===== src/acs_pkg.sv =====
// constants, control fields and types of the converter channel sequencer
// assumes: shared by the sequencer core and the bench; no clock of its own
package acs_pkg;
  // serial transfer shape
  localparam int unsigned CTRL_BITS = 12;       // control bits per transfer
  localparam int unsigned WORD_BITS = 16;       // bits of one result word
  localparam int unsigned CODE_BITS = 12;       // converter result width
  localparam logic [4:0]  XFER_CLKS = 5'h10;    // clocks of a full transfer
  localparam logic [4:0]  LOAD_CLKS = 5'h0C;    // clocks that carry control

  // control word field positions, first bit received is bit 11
  localparam int unsigned CB_WRITE  = 11;
  localparam int unsigned CB_SEQ_HI = 10;
  localparam int unsigned CB_CH_HI  = 7;
  localparam int unsigned CB_CH_LO  = 6;
  localparam int unsigned CB_PM_HI  = 5;
  localparam int unsigned CB_PM_LO  = 4;
  localparam int unsigned CB_SEQ_LO = 3;
  localparam int unsigned CB_RANGE  = 1;
  localparam int unsigned CB_CODING = 0;

  // encodings
  localparam logic [1:0] PM_NORMAL = 2'h3;      // full power
  localparam logic [1:0] PM_FULL   = 2'h2;      // full shutdown
  localparam logic [1:0] PM_AUTO   = 2'h1;      // shutdown after conversion
  localparam logic [1:0] SEQ_KEEP  = 2'h2;      // write without ending run
  localparam logic [1:0] SEQ_RUN   = 2'h3;      // start ascending sequence
  localparam logic [1:0] LEAD_ZERO = 2'h0;      // leading bits of a word

  // register map, byte addresses
  localparam int unsigned AXI_AW   = 4;
  localparam logic [3:0] REG_CTRL  = 4'h0;      // control readback
  localparam logic [3:0] REG_STAT  = 4'h4;      // sequencer state
  localparam logic [3:0] REG_WORD  = 4'h8;      // last output word
  localparam logic [3:0] REG_CFG   = 4'hC;      // link write lock
  localparam logic [1:0] RESP_OKAY = 2'h0;
  localparam logic [1:0] RESP_SERR = 2'h2;

  // decoded control register
  typedef struct packed {
    logic       seq_hi;                         // sequence_ctl_hi
    logic [1:0] chan;                           // channel_addr_hi/lo
    logic [1:0] pm;                             // power_mode_hi/lo
    logic       seq_lo;                         // sequence_ctl_lo
    logic       range;                          // 1: span of one reference
    logic       coding;                         // 1: straight binary
  } acs_ctrl_t;

  localparam acs_ctrl_t CTRL_RST = '{seq_hi: 1'b0, chan: 2'h0,
    pm: PM_NORMAL, seq_lo: 1'b0, range: 1'b0, coding: 1'b0};

  // link state, one-hot
  typedef enum logic [1:0] {
    LK_IDLE = 2'b01,
    LK_XFER = 2'b10
  } acs_link_t;

  // pick the fields out of a received control word
  function automatic acs_ctrl_t acs_parse(input logic [CTRL_BITS-1:0] w);
    acs_ctrl_t c;
    c.seq_hi = w[CB_SEQ_HI];
    c.chan   = {w[CB_CH_HI], w[CB_CH_LO]};
    c.pm     = {w[CB_PM_HI], w[CB_PM_LO]};
    c.seq_lo = w[CB_SEQ_LO];
    c.range  = w[CB_RANGE];
    c.coding = w[CB_CODING];
    return c;
  endfunction : acs_parse
endpackage : acs_pkg


===== src/acs_seq.sv =====
// serial control, channel sequencer and result framing of the converter
// assumes: CS_N, SCLK, DIN come from the host; ADC_CODE from the core
//
// Decided for this implementation: the AXI4-Lite interface to the registers and the placing of the registers.
`timescale 1ns/1ps

// Contract
// - coding bit picks binary or twos complement
// - word: two zeros, channel, twelve result bits
// - range bit picks one or two references
// - address bits pick channel outside sequencing
// - sequence bits 11 run ascending channels
// - sequence starts at zero, steps by one
// - after final channel wrap to zero
// - write of 00 or 01 ends sequence, 11 restarts it
// - power bits set the power mode
// - power codes normal, shutdown, auto; no 00
// - sequence off uses last written address
// - twelve bits load only with write set
// - conversion starts at select fall, sixteen clocks
module acs_seq (
  // clock and reset
  input  wire  logic                         CLOCK,
  input  wire  logic                         RST_N,
  // serial link from the host
  input  wire  logic                         CS_N,
  input  wire  logic                         SCLK,
  input  wire  logic                         DIN,
  output logic                               DOUT_O,
  output logic                               DOUT_OE,
  // converter core
  input  wire  logic [acs_pkg::CODE_BITS-1:0] ADC_CODE,
  output logic [1:0]                         CH_SEL,
  output logic                               SPAN_DOUBLE,
  output logic                               POWER_DOWN,
  // register bus
  input  wire  logic [acs_pkg::AXI_AW-1:0]   S_AXI_AWADDR,
  input  wire  logic                         S_AXI_AWVALID,
  output logic                               S_AXI_AWREADY,
  input  wire  logic [31:0]                  S_AXI_WDATA,
  input  wire  logic [3:0]                   S_AXI_WSTRB,
  input  wire  logic                         S_AXI_WVALID,
  output logic                               S_AXI_WREADY,
  output logic [1:0]                         S_AXI_BRESP,
  output logic                               S_AXI_BVALID,
  input  wire  logic                         S_AXI_BREADY,
  input  wire  logic [acs_pkg::AXI_AW-1:0]   S_AXI_ARADDR,
  input  wire  logic                         S_AXI_ARVALID,
  output logic                               S_AXI_ARREADY,
  output logic [31:0]                        S_AXI_RDATA,
  output logic [1:0]                         S_AXI_RRESP,
  output logic                               S_AXI_RVALID,
  input  wire  logic                         S_AXI_RREADY
);
  import acs_pkg::*;

  logic [2:0]           cs_sync_q;     // select synchroniser and history
  logic [2:0]           sck_sync_q;    // clock synchroniser and history
  logic [1:0]           din_sync_q;    // data synchroniser
  logic                 cs_fall;       // start of a transfer
  logic                 cs_rise;       // end of a transfer
  logic                 sck_fall;      // serial clock falling edge
  acs_link_t            link_q;        // link state
  logic [4:0]           cnt_q;         // falling edges seen this transfer
  logic [CTRL_BITS-1:0] din_sr_q;      // received control bits
  logic [WORD_BITS-1:0] out_sr_q;      // result word being sent
  logic [WORD_BITS-1:0] word_q;        // last framed word
  logic                 wake_q;        // transfer began in full shutdown
  acs_ctrl_t            ctrl_q;        // control register
  acs_ctrl_t            new_ctrl;      // control word just received
  logic                 ctrl_we;       // control register load
  logic                 seq_on_q;      // sequence running
  logic [1:0]           seq_ch_q;      // next sequence channel
  logic [1:0]           seq_last_q;    // final sequence channel
  logic [1:0]           conv_ch_q;     // channel of this conversion
  logic                 asleep_q;      // auto shutdown between transfers
  logic                 lock_q;        // software blocks link writes
  logic [1:0]           ch_now;        // channel for the next conversion
  logic [CODE_BITS-1:0] coded;         // result in chosen coding

  // two flip-flops on every pin, third stage only for edge finding
  always_ff @(posedge CLOCK or negedge RST_N) begin
    if (!RST_N) begin
      cs_sync_q  <= 3'h7;
      sck_sync_q <= 3'h7;
      din_sync_q <= 2'h0;
    end else begin
      cs_sync_q  <= {cs_sync_q[1:0], CS_N};
      sck_sync_q <= {sck_sync_q[1:0], SCLK};
      din_sync_q <= {din_sync_q[0], DIN};
    end
  end

  assign cs_fall  = cs_sync_q[2] & ~cs_sync_q[1];
  assign cs_rise  = ~cs_sync_q[2] & cs_sync_q[1];
  assign sck_fall = sck_sync_q[2] & ~sck_sync_q[1] & (link_q == LK_XFER);

  // link state follows the select line
  always_ff @(posedge CLOCK or negedge RST_N) begin
    if (!RST_N) begin
      link_q <= LK_IDLE;
    end else begin
      unique case (link_q)
        LK_IDLE: if (cs_fall) link_q <= LK_XFER;
        LK_XFER: if (cs_rise) link_q <= LK_IDLE;
      endcase
    end
  end

  // count falling clock edges, stop at a full transfer
  always_ff @(posedge CLOCK or negedge RST_N) begin
    if (!RST_N) begin
      cnt_q <= 5'h0;
    end else if (cs_fall) begin
      cnt_q <= 5'h0;
    end else if (sck_fall && cnt_q < XFER_CLKS) begin
      cnt_q <= cnt_q + 5'h1;
    end
  end

  // only the first twelve data bits are kept
  always_ff @(posedge CLOCK or negedge RST_N) begin
    if (!RST_N) begin
      din_sr_q <= '0;
    end else if (sck_fall && cnt_q < LOAD_CLKS) begin
      din_sr_q <= {din_sr_q[CTRL_BITS-2:0], din_sync_q[1]};
    end
  end

  // channel for the conversion about to start
  assign ch_now = seq_on_q ? seq_ch_q : ctrl_q.chan;
  // twos complement flips the top bit of the straight code
  assign coded  = ctrl_q.coding ? ADC_CODE
                : {~ADC_CODE[CODE_BITS-1], ADC_CODE[CODE_BITS-2:0]};

  // frame the word at select fall, shift on each of the first sixteen falling edges
  always_ff @(posedge CLOCK or negedge RST_N) begin
    if (!RST_N) begin
      out_sr_q  <= '0;
      word_q    <= '0;
      conv_ch_q <= 2'h0;
      wake_q    <= 1'b0;
    end else if (cs_fall) begin
      out_sr_q  <= {LEAD_ZERO, ch_now, coded};
      word_q    <= {LEAD_ZERO, ch_now, coded};
      conv_ch_q <= ch_now;
      wake_q    <= (ctrl_q.pm == PM_FULL);
    end else if (sck_fall && cnt_q < XFER_CLKS) begin
      out_sr_q  <= {out_sr_q[WORD_BITS-2:0], 1'b0};
    end
  end

  assign DOUT_O  = out_sr_q[WORD_BITS-1];
  // output is not driven in the wake-up transfer from full shutdown
  assign DOUT_OE = (link_q == LK_XFER) & ~wake_q;

  // load after a full transfer when the write bit is set and the link is not locked
  assign new_ctrl = acs_parse(din_sr_q);
  assign ctrl_we  = cs_rise && (link_q == LK_XFER) && cnt_q == XFER_CLKS
                    && din_sr_q[CB_WRITE] && !lock_q;

  // control register
  always_ff @(posedge CLOCK or negedge RST_N) begin
    if (!RST_N) begin
      ctrl_q <= CTRL_RST;
    end else if (ctrl_we) begin
      ctrl_q <= new_ctrl;
    end
  end

  // sequencer: start, step, wrap and end
  always_ff @(posedge CLOCK or negedge RST_N) begin
    if (!RST_N) begin
      seq_on_q   <= 1'b0;
      seq_ch_q   <= 2'h0;
      seq_last_q <= 2'h0;
    end else if (ctrl_we) begin
      if ({new_ctrl.seq_hi, new_ctrl.seq_lo} == SEQ_RUN) begin
        seq_on_q   <= 1'b1;
        seq_ch_q   <= 2'h0;
        seq_last_q <= new_ctrl.chan;
      end else if ({new_ctrl.seq_hi, new_ctrl.seq_lo} != SEQ_KEEP) begin
        seq_on_q   <= 1'b0;
      end
    end else if (cs_fall && seq_on_q) begin
      if (seq_ch_q == seq_last_q) begin
        seq_ch_q <= 2'h0;
      end else begin
        seq_ch_q <= seq_ch_q + 2'h1;
      end
    end
  end

  // auto shutdown sleeps from transfer end to next select fall
  always_ff @(posedge CLOCK or negedge RST_N) begin
    if (!RST_N) begin
      asleep_q <= 1'b0;
    end else if (cs_fall) begin
      asleep_q <= 1'b0;
    end else if (cs_rise) begin
      asleep_q <= ((ctrl_we ? new_ctrl.pm : ctrl_q.pm) == PM_AUTO);
    end
  end

  // core controls, registered; code 00 is treated as normal
  always_ff @(posedge CLOCK or negedge RST_N) begin
    if (!RST_N) begin
      CH_SEL      <= 2'h0;
      SPAN_DOUBLE <= 1'b1;
      POWER_DOWN  <= 1'b0;
    end else begin
      CH_SEL      <= ch_now;
      SPAN_DOUBLE <= ~ctrl_q.range;
      POWER_DOWN  <= (ctrl_q.pm == PM_FULL) | asleep_q;
    end
  end

  // register bus slave
  logic             aw_hold_q;   // write address held
  logic             w_hold_q;    // write data held
  logic [AXI_AW-1:0] awaddr_q;   // held write address
  logic [31:0]      wdata_q;     // held write data
  logic [3:0]       wstrb_q;     // held byte enables
  logic             rd_hit;      // read address mapped

  assign S_AXI_AWREADY = ~aw_hold_q;
  assign S_AXI_WREADY  = ~w_hold_q;
  assign S_AXI_ARREADY = ~S_AXI_RVALID;

  // accept address and data in either order, answer when both held
  always_ff @(posedge CLOCK or negedge RST_N) begin
    if (!RST_N) begin
      aw_hold_q    <= 1'b0;
      w_hold_q     <= 1'b0;
      awaddr_q     <= '0;
      wdata_q      <= '0;
      wstrb_q      <= 4'h0;
      S_AXI_BVALID <= 1'b0;
      S_AXI_BRESP  <= RESP_OKAY;
      lock_q       <= 1'b0;
    end else begin
      if (S_AXI_AWVALID && !aw_hold_q) begin
        aw_hold_q <= 1'b1;
        awaddr_q  <= S_AXI_AWADDR;
      end
      if (S_AXI_WVALID && !w_hold_q) begin
        w_hold_q <= 1'b1;
        wdata_q  <= S_AXI_WDATA;
        wstrb_q  <= S_AXI_WSTRB;
      end
      if (S_AXI_BVALID && S_AXI_BREADY) begin
        S_AXI_BVALID <= 1'b0;
      end
      if (aw_hold_q && w_hold_q && !S_AXI_BVALID) begin
        aw_hold_q    <= 1'b0;
        w_hold_q     <= 1'b0;
        S_AXI_BVALID <= 1'b1;
        S_AXI_BRESP  <= (awaddr_q[AXI_AW-1:2] > REG_CFG[AXI_AW-1:2])
                        ? RESP_SERR : RESP_OKAY;
        // only the lock bit is writable
        if (awaddr_q[AXI_AW-1:2] == REG_CFG[AXI_AW-1:2] && wstrb_q[0]) begin
          lock_q <= wdata_q[0];
        end
      end
    end
  end

  assign rd_hit = 1'b1;  // every word of the small map is decoded

  // reads answer on the same edge that takes the address
  always_ff @(posedge CLOCK or negedge RST_N) begin
    if (!RST_N) begin
      S_AXI_RVALID <= 1'b0;
      S_AXI_RDATA  <= '0;
      S_AXI_RRESP  <= RESP_OKAY;
    end else if (S_AXI_ARVALID && !S_AXI_RVALID) begin
      S_AXI_RVALID <= rd_hit;
      S_AXI_RRESP  <= RESP_OKAY;
      unique case ({S_AXI_ARADDR[AXI_AW-1:2], 2'h0})
        REG_CTRL: S_AXI_RDATA <= {24'h0, ctrl_q};
        REG_STAT: S_AXI_RDATA <= {24'h0, link_q, POWER_DOWN, seq_on_q,
                                  seq_last_q, seq_ch_q};
        REG_WORD: S_AXI_RDATA <= {16'h0, word_q};
        REG_CFG:  S_AXI_RDATA <= {31'h0, lock_q};
        default:  S_AXI_RDATA <= 32'h0;
      endcase
    end else if (S_AXI_RVALID && S_AXI_RREADY) begin
      S_AXI_RVALID <= 1'b0;
    end
  end
endmodule : acs_seq


===== config.mk =====
export PLATFORM = sky130hd
export DESIGN_NAME = acs_seq
export DESIGN_NICKNAME = d
export VERILOG_FILES = /design/src/acs_pkg.sv /design/src/acs_seq.sv
export SDC_FILE = /design/constraint.sdc
export NUM_CORES = 1
export LEC_CHECK = 0
export ABC_AREA = 1
export BUFFER_PORTS_ARGS = -buffer_cell sky130_fd_sc_hd__buf_4
export CORE_UTILIZATION = 40
export CTS_CLUSTER_DIAMETER = 80
export DETAILED_ROUTE_END_ITERATION = 16
export PLACE_DENSITY = 0.73
export SLEW_MARGIN = 5
export SYNTH_ARGS = -nofsm -noshare
export SYNTH_HDL_FRONTEND = slang
export SYNTH_SLANG_ARGS = --single-unit

===== constraint.sdc =====
create_clock -name CLOCK -period 2 [get_ports CLOCK]
set_input_delay 0.4 -clock CLOCK [delete_from_list [all_inputs] [get_ports CLOCK]]
set_output_delay 0.4 -clock CLOCK [all_outputs]
set_load 0.05 [all_outputs]

-- Word level (Yosys, flattened, before mapping)
Index checks and enable logic that the tools add are counted.
W data, S select, Z words.
- bits in registers: 121
- logic and storage cells: 129
- bits of input ports: 66
- output and inout port bits: 47
- muxes and demuxes: 28
- reductions and logical operators: 34
- equal/unequal tests: 15
- order comparisons: 3
- bitwise logic cells: 15
- add/subtract/negate cells: 2
- operators by type and width (kind ; number):
    $pmux W32 S4 ; 1
    $mux W16 ; 2
    $mux W2 ; 9
    $reduce_bool A2 Y1 ; 8
    $logic_and A1 B1 Y1 ; 15
    $eq A2 B2 Y1 const B ; 6
    $mux W1 ; 12
    $mux W12 ; 1
    $mux W5 ; 2
    $reduce_and A2 Y1 ; 5
    $not A1 Y1 ; 9
    $eq A2 B1 Y1 const B ; 3
    $ne A2 B2 Y1 const B ; 3
    $add A5 B1 Y5 const B ; 1
    $and A1 B1 Y1 ; 5
    $eq A5 B5 Y1 const B ; 1
    $logic_not A1 Y1 ; 5
    $lt A5 B4 Y1 const B ; 1
    $lt A5 B5 Y1 const B ; 1
    $pmux W2 S2 ; 1
    $add A2 B1 Y2 const B ; 1
    $eq A2 B2 Y1 ; 1
    $gt A2 B2 Y1 const B ; 1
    $logic_not A2 Y1 ; 1
    2 further kinds ; 2

-- Depth between registers and ports, before layout
- depth in word-level cells: 10
- mapped depth: 9
- depth with buffers taken out: 9

-- Worst setup path before layout
OpenSTA, ideal clock, no wires.
- kind: flip-flop to output port
- start: register link_q[0]
- end: output port DOUT_OE
- path buffers: 0
- required time: 1600 ps
- setup slack: 423 ps
- arrival: 1177 ps
- cell stages (with the launch flop): 4
- cells stage by stage: dfstp_2 > inv_1 > nand2_2 > nor2_1
- cells in the longest elaborated chain, start to end: 2
- RTL lines (item ; line ; text):
    start: declaration ; acs_seq.sv:63 ; acs_link_t link_q;
    start signal: assignment ; acs_seq.sv:101 ; link_q <= LK_IDLE;
    start signal: assignment ; acs_seq.sv:104 ; LK_IDLE: if (cs_fall) link_q <= LK_XFER;
    start signal: assignment ; acs_seq.sv:105 ; LK_XFER: if (cs_rise) link_q <= LK_IDLE;
    $eq A2 B2 Y1 ; acs_seq.sv:155 ; assign DOUT_OE = (link_q == LK_XFER) & ~wake_q;
    $and A1 B1 Y1 ; acs_seq.sv:155 ;
    end: declaration ; acs_seq.sv:30 ; output logic DOUT_OE,
No other way between the ends.

-- Worst setup path in the final report
Same ends and word-level chain as after synthesis.

==> flow_summary.rst <==
.. list-table::
   :header-rows: 1

   * - Metric
     - Value
   * - Largest vdd supply drop
     - 0.7381 mV
   * - Count of input and output buffers
     - 52
   * - Die boundary width
     - 106.3 um
   * - Final cell utilization of the core
     - 48.29%
   * - Floorplan row count
     - 37
   * - Worst EP required
     - 1.60 ns
   * - Number of enable-type register cells in the synthesized netlist
     - 0
   * - Clock transition at the registers of the reported paths
     - 0.10 ns
   * - Library cell with the highest instance count after synthesis
     - sky130_fd_sc_hd__nand2_1
   * - Largest net degree at the start of global routing
     - 44
   * - Data arrival at the endpoint of the critical path
     - 1.41 ns
   * - Top delay family on crit path
     - flip-flops
   * - Total gr overflow
     - 0
   * - Standard cell area after detailed placement
     - 0.004830 sq mm
   * - Residual antenna-violating net count after detailed routing
     - 0
   * - Cells along the critical path
     - inv_1 -> nand2_2 -> nor2_1 -> buf_4
   * - Antenna violations before repair
     - 0
   * - Root buffer selected by CTS
     - sky130_fd_sc_hd__clkbuf_8
   * - Slew at the pin with the worst max-slew slack
     - 0.4968 ns
   * - Asr flop ratio synth
     - 100.0%
   * - Routed Wire Length
     - 8.563 mm
   * - Register area share after synthesis
     - 57.20%
   * - Crit path time final
     - 1.809 ns
   * - Class of the tightest hold or removal check
     - in2reg
   * - Kind of launch point of the worst setup path
     - register
   * - Post-Syn Area per Cell
     - 9.341 sq um
   * - Average detailed-routed wire length per instance
     - 12.82 um
   * - Insertion delay of the later-clocked pin in the worst-skew pair
     - 0.37 ns
   * - Clock skew
     - 0.01186 ns
   * - CTS HTree Levels
     - 3
   * - Status
     - complete, no violations
   * - Overall die area
     - 0.01130 sq mm
   * - Commonest cells in the synthesized netlist
     - sky130_fd_sc_hd__nand2_1, sky130_fd_sc_hd__dfrtp_1, sky130_fd_sc_hd__o21ai_0
   * - Via Count
     - 3191
   * - Post-Layout Inst Area
     - 0.005030 sq mm
   * - Core ar.
     - 0.01042 sq mm
   * - Tightest hold margin
     - 0.1248 ns
   * - Largest buffer count on any clock path
     - 2
   * - Cell type with the largest total area after synthesis
     - sky130_fd_sc_hd__dfrtp_1
   * - Cell types with the largest area share after synthesis
     - sky130_fd_sc_hd__dfrtp_1, sky130_fd_sc_hd__nand2_1, sky130_fd_sc_hd__o21ai_0, sky130_fd_sc_hd__dfstp_2, sky130_fd_sc_hd__inv_1
   * - Antenna diodes
     - 0
   * - Post-layout power
     - 0.005021 W
   * - Worst Setup End Kind
     - primary output
   * - I/O Pins
     - 113
   * - Post-route fraction of the period consumed by the critical path
     - 90.43%
   * - Layout cells sized above 1
     - 20.68%
   * - Net count reported at finish
     - 596
   * - Clock buffers created by TritonCTS
     - 9
   * - Initial core utilization
     - 41.79%
   * - Fraction of synthesized cell area taken by the top area cell type
     - 51.16%
   * - Overall Global Routing Usage
     - 16.26%
   * - Drt via density
     - 4.777
   * - Setup TNS after final layout
     - 0 ns
   * - Chip height
     - 106.3 um
   * - Area of the mapped netlist
     - 0.004353 sq mm
   * - Power per cell area
     - 998.3 mW/mm^2
   * - Number of storage elements in the synthesis netlist
     - 99
   * - Total of max-cap violations
     - 0
   * - Total count of max-transition violations in the final report
     - 0
   * - Number of distinct library cell variants in the gate-level netlist after synthesis
     - 36
   * - Global placement routability congestion
     - 0.8307
   * - First-pass GRT wire length
     - 14.21 mm
   * - P_leak
     - 2.488 nW
   * - Critical Path Slowest Stage Cell
     - sky130_fd_sc_hd__dfstp_2
   * - Detailed placer's ending HPWL
     - 6.327 mm
   * - Number of detailed-routing iterations run before antenna repair
     - 4
   * - Mapped Cells
     - 466
   * - First-iteration detailed-routing DRC count
     - 175
   * - Sinks on the clock net
     - 99
   * - Type of the worst setup path
     - reg2out
   * - Largest driver fanout on the critical path
     - 4
   * - Total DRC errors in the routed layout
     - 0
   * - Setup repair after global routing missed its margin
     - no
   * - Filler instances
     - 991
   * - Vias in the first global route
     - 3010
   * - Area delta synth->final
     - 15.55%
   * - Number of warnings printed during yosys synthesis
     - 0
   * - Number of buffer and inverter instances along the worst setup path
     - 2
   * - Most used flip-flop cell after synthesis
     - sky130_fd_sc_hd__dfrtp_1
   * - Total count of hold-check failures in the final report
     - 0
   * - Final Setup Violations
     - 0
   * - Largest stage delay on the critical path
     - 0.54 ns
   * - Fmax
     - 0.5529 GHz
   * - Worst slew margin relative to its limit
     - 66.76%
   * - Clock tree from TritonCTS
     - done
[kinds of logic after synthesis]
group,after synthesis,share of synthesized area [%]
AO/OA/AOI/OAI,97,12.82
XOR/XNOR,3,0.6037
adder cells (fa/ha/maj),3,0.8624
buffers and inverters,95,10.92
flip-flops,99,57.20
multiplexers,4,1.035
other,1,0.08615
AND/OR/NAND/NOR,164,16.47
[power by group]
group	total, W	leakage, nW	internal (W)	switching (W)
Clock	0.00125	0.0982	0.000486	0.000768
Combinational	0.00126	1.15	0.000396	0.000863
Sequential	0.00251	1.24	0.00233	0.000178
Total	0.00502	2.49	0.00321	0.00181
[per-layer routing]
| metal | vias up | GRT usage (%) | share of wire (%) |
|---|---|---|---|
| met1 | 1497 | 21.45 | 47 |
| met2 | 103 | 25.09 | 45 |
| li1 | 1573 | - | - |
| met5 | - | 0 | 0 |
| met3 | 18 | 4.905 | 5.7 |
| met4 | 0 | 6.250 | 2.7 |
[what timing repair did]
item	4_1_cts	5_1_grt
endpoints found under the hold margin	26	0
setup buffers	0	0
hold buffers	1	0
gates resized for setup	0	0
[state kept, by name, summed over array words and instances (netlist names), 2 cells and up]
register and count:
word_q 14, din_sync_q 2, awaddr_q 2, link_q 2
sck_sync_q 3, out_sr_q 16, CH_SEL 2, din_sr_q 12
cnt_q 5, seq_last_q 2, S_AXI_RDATA 14, ctrl_q 8
seq_ch_q 2, cs_sync_q 3
[metrics by stage]
step                      std cells  setup WS (ns)
after CTS                       668         0.1824
after global placement          651         0.3176
after global routing            668        0.09816
after detailed placement        651         0.2822
final                           668         0.1914
after floorplan                 487         0.4231
[path summary, 6_finish.rpt]
kind / startpoint / end / slack (ns) / cells past startpoint
worst max-delay path: link_q[0]$_DFFE_PN1P_ / DOUT_OE / 0.19 / 4
worst min-delay path: CS_N / cs_sync_q[0]$_DFF_PN1_ / 0.12 / 1
worst max register to register: cs_sync_q[1]$_DFF_PN1_ / seq_on_q$_DFFE_PN0P_ / 0.28 / 7
worst min register to register: din_sync_q[0]$_DFF_PN0_ / din_sync_q[1]$_DFF_PN0_ / 0.36 / 0
max in group asynchronous: RST_N / sck_sync_q[0]$_DFF_PN1_ / 0.86 / 3
min in group asynchronous: RST_N / din_sync_q[1]$_DFF_PN0_ / 0.48 / 2
[layout make-up]
class                           instances  area (sq um)  area share [%]
Clock buffer                            9         123.9           2.463
Clock inverter                          7         66.31           1.318
Tap cell                              136         170.2           3.383
Multi-Input combinational cell        293          1466           29.15
Sequential cell                        99          2490           49.50
Inverter                               62         232.7           4.627
Timing Repair Buffer                   62         480.5           9.552
[cell usage in the layout, fill, tap and decap left out, drive strengths merged]
master,instances
o22a,5
ha,3
o22ai,2
nand3,22
o2111ai,1
conb,22
nor2,24
dfstp,10
buf,61
mux2,4
clkbuf,9
a21oi,9
clkinv,3
or2,1
a41oi,1
inv,66
xnor2,1
nand4,5
dlygate4sd3,1
dfrtp,89
o21bai,5
nor3,3
o21ai,72
nand2,109
o31ai,2
xor2,2
(Power assumes the default switching activity.)
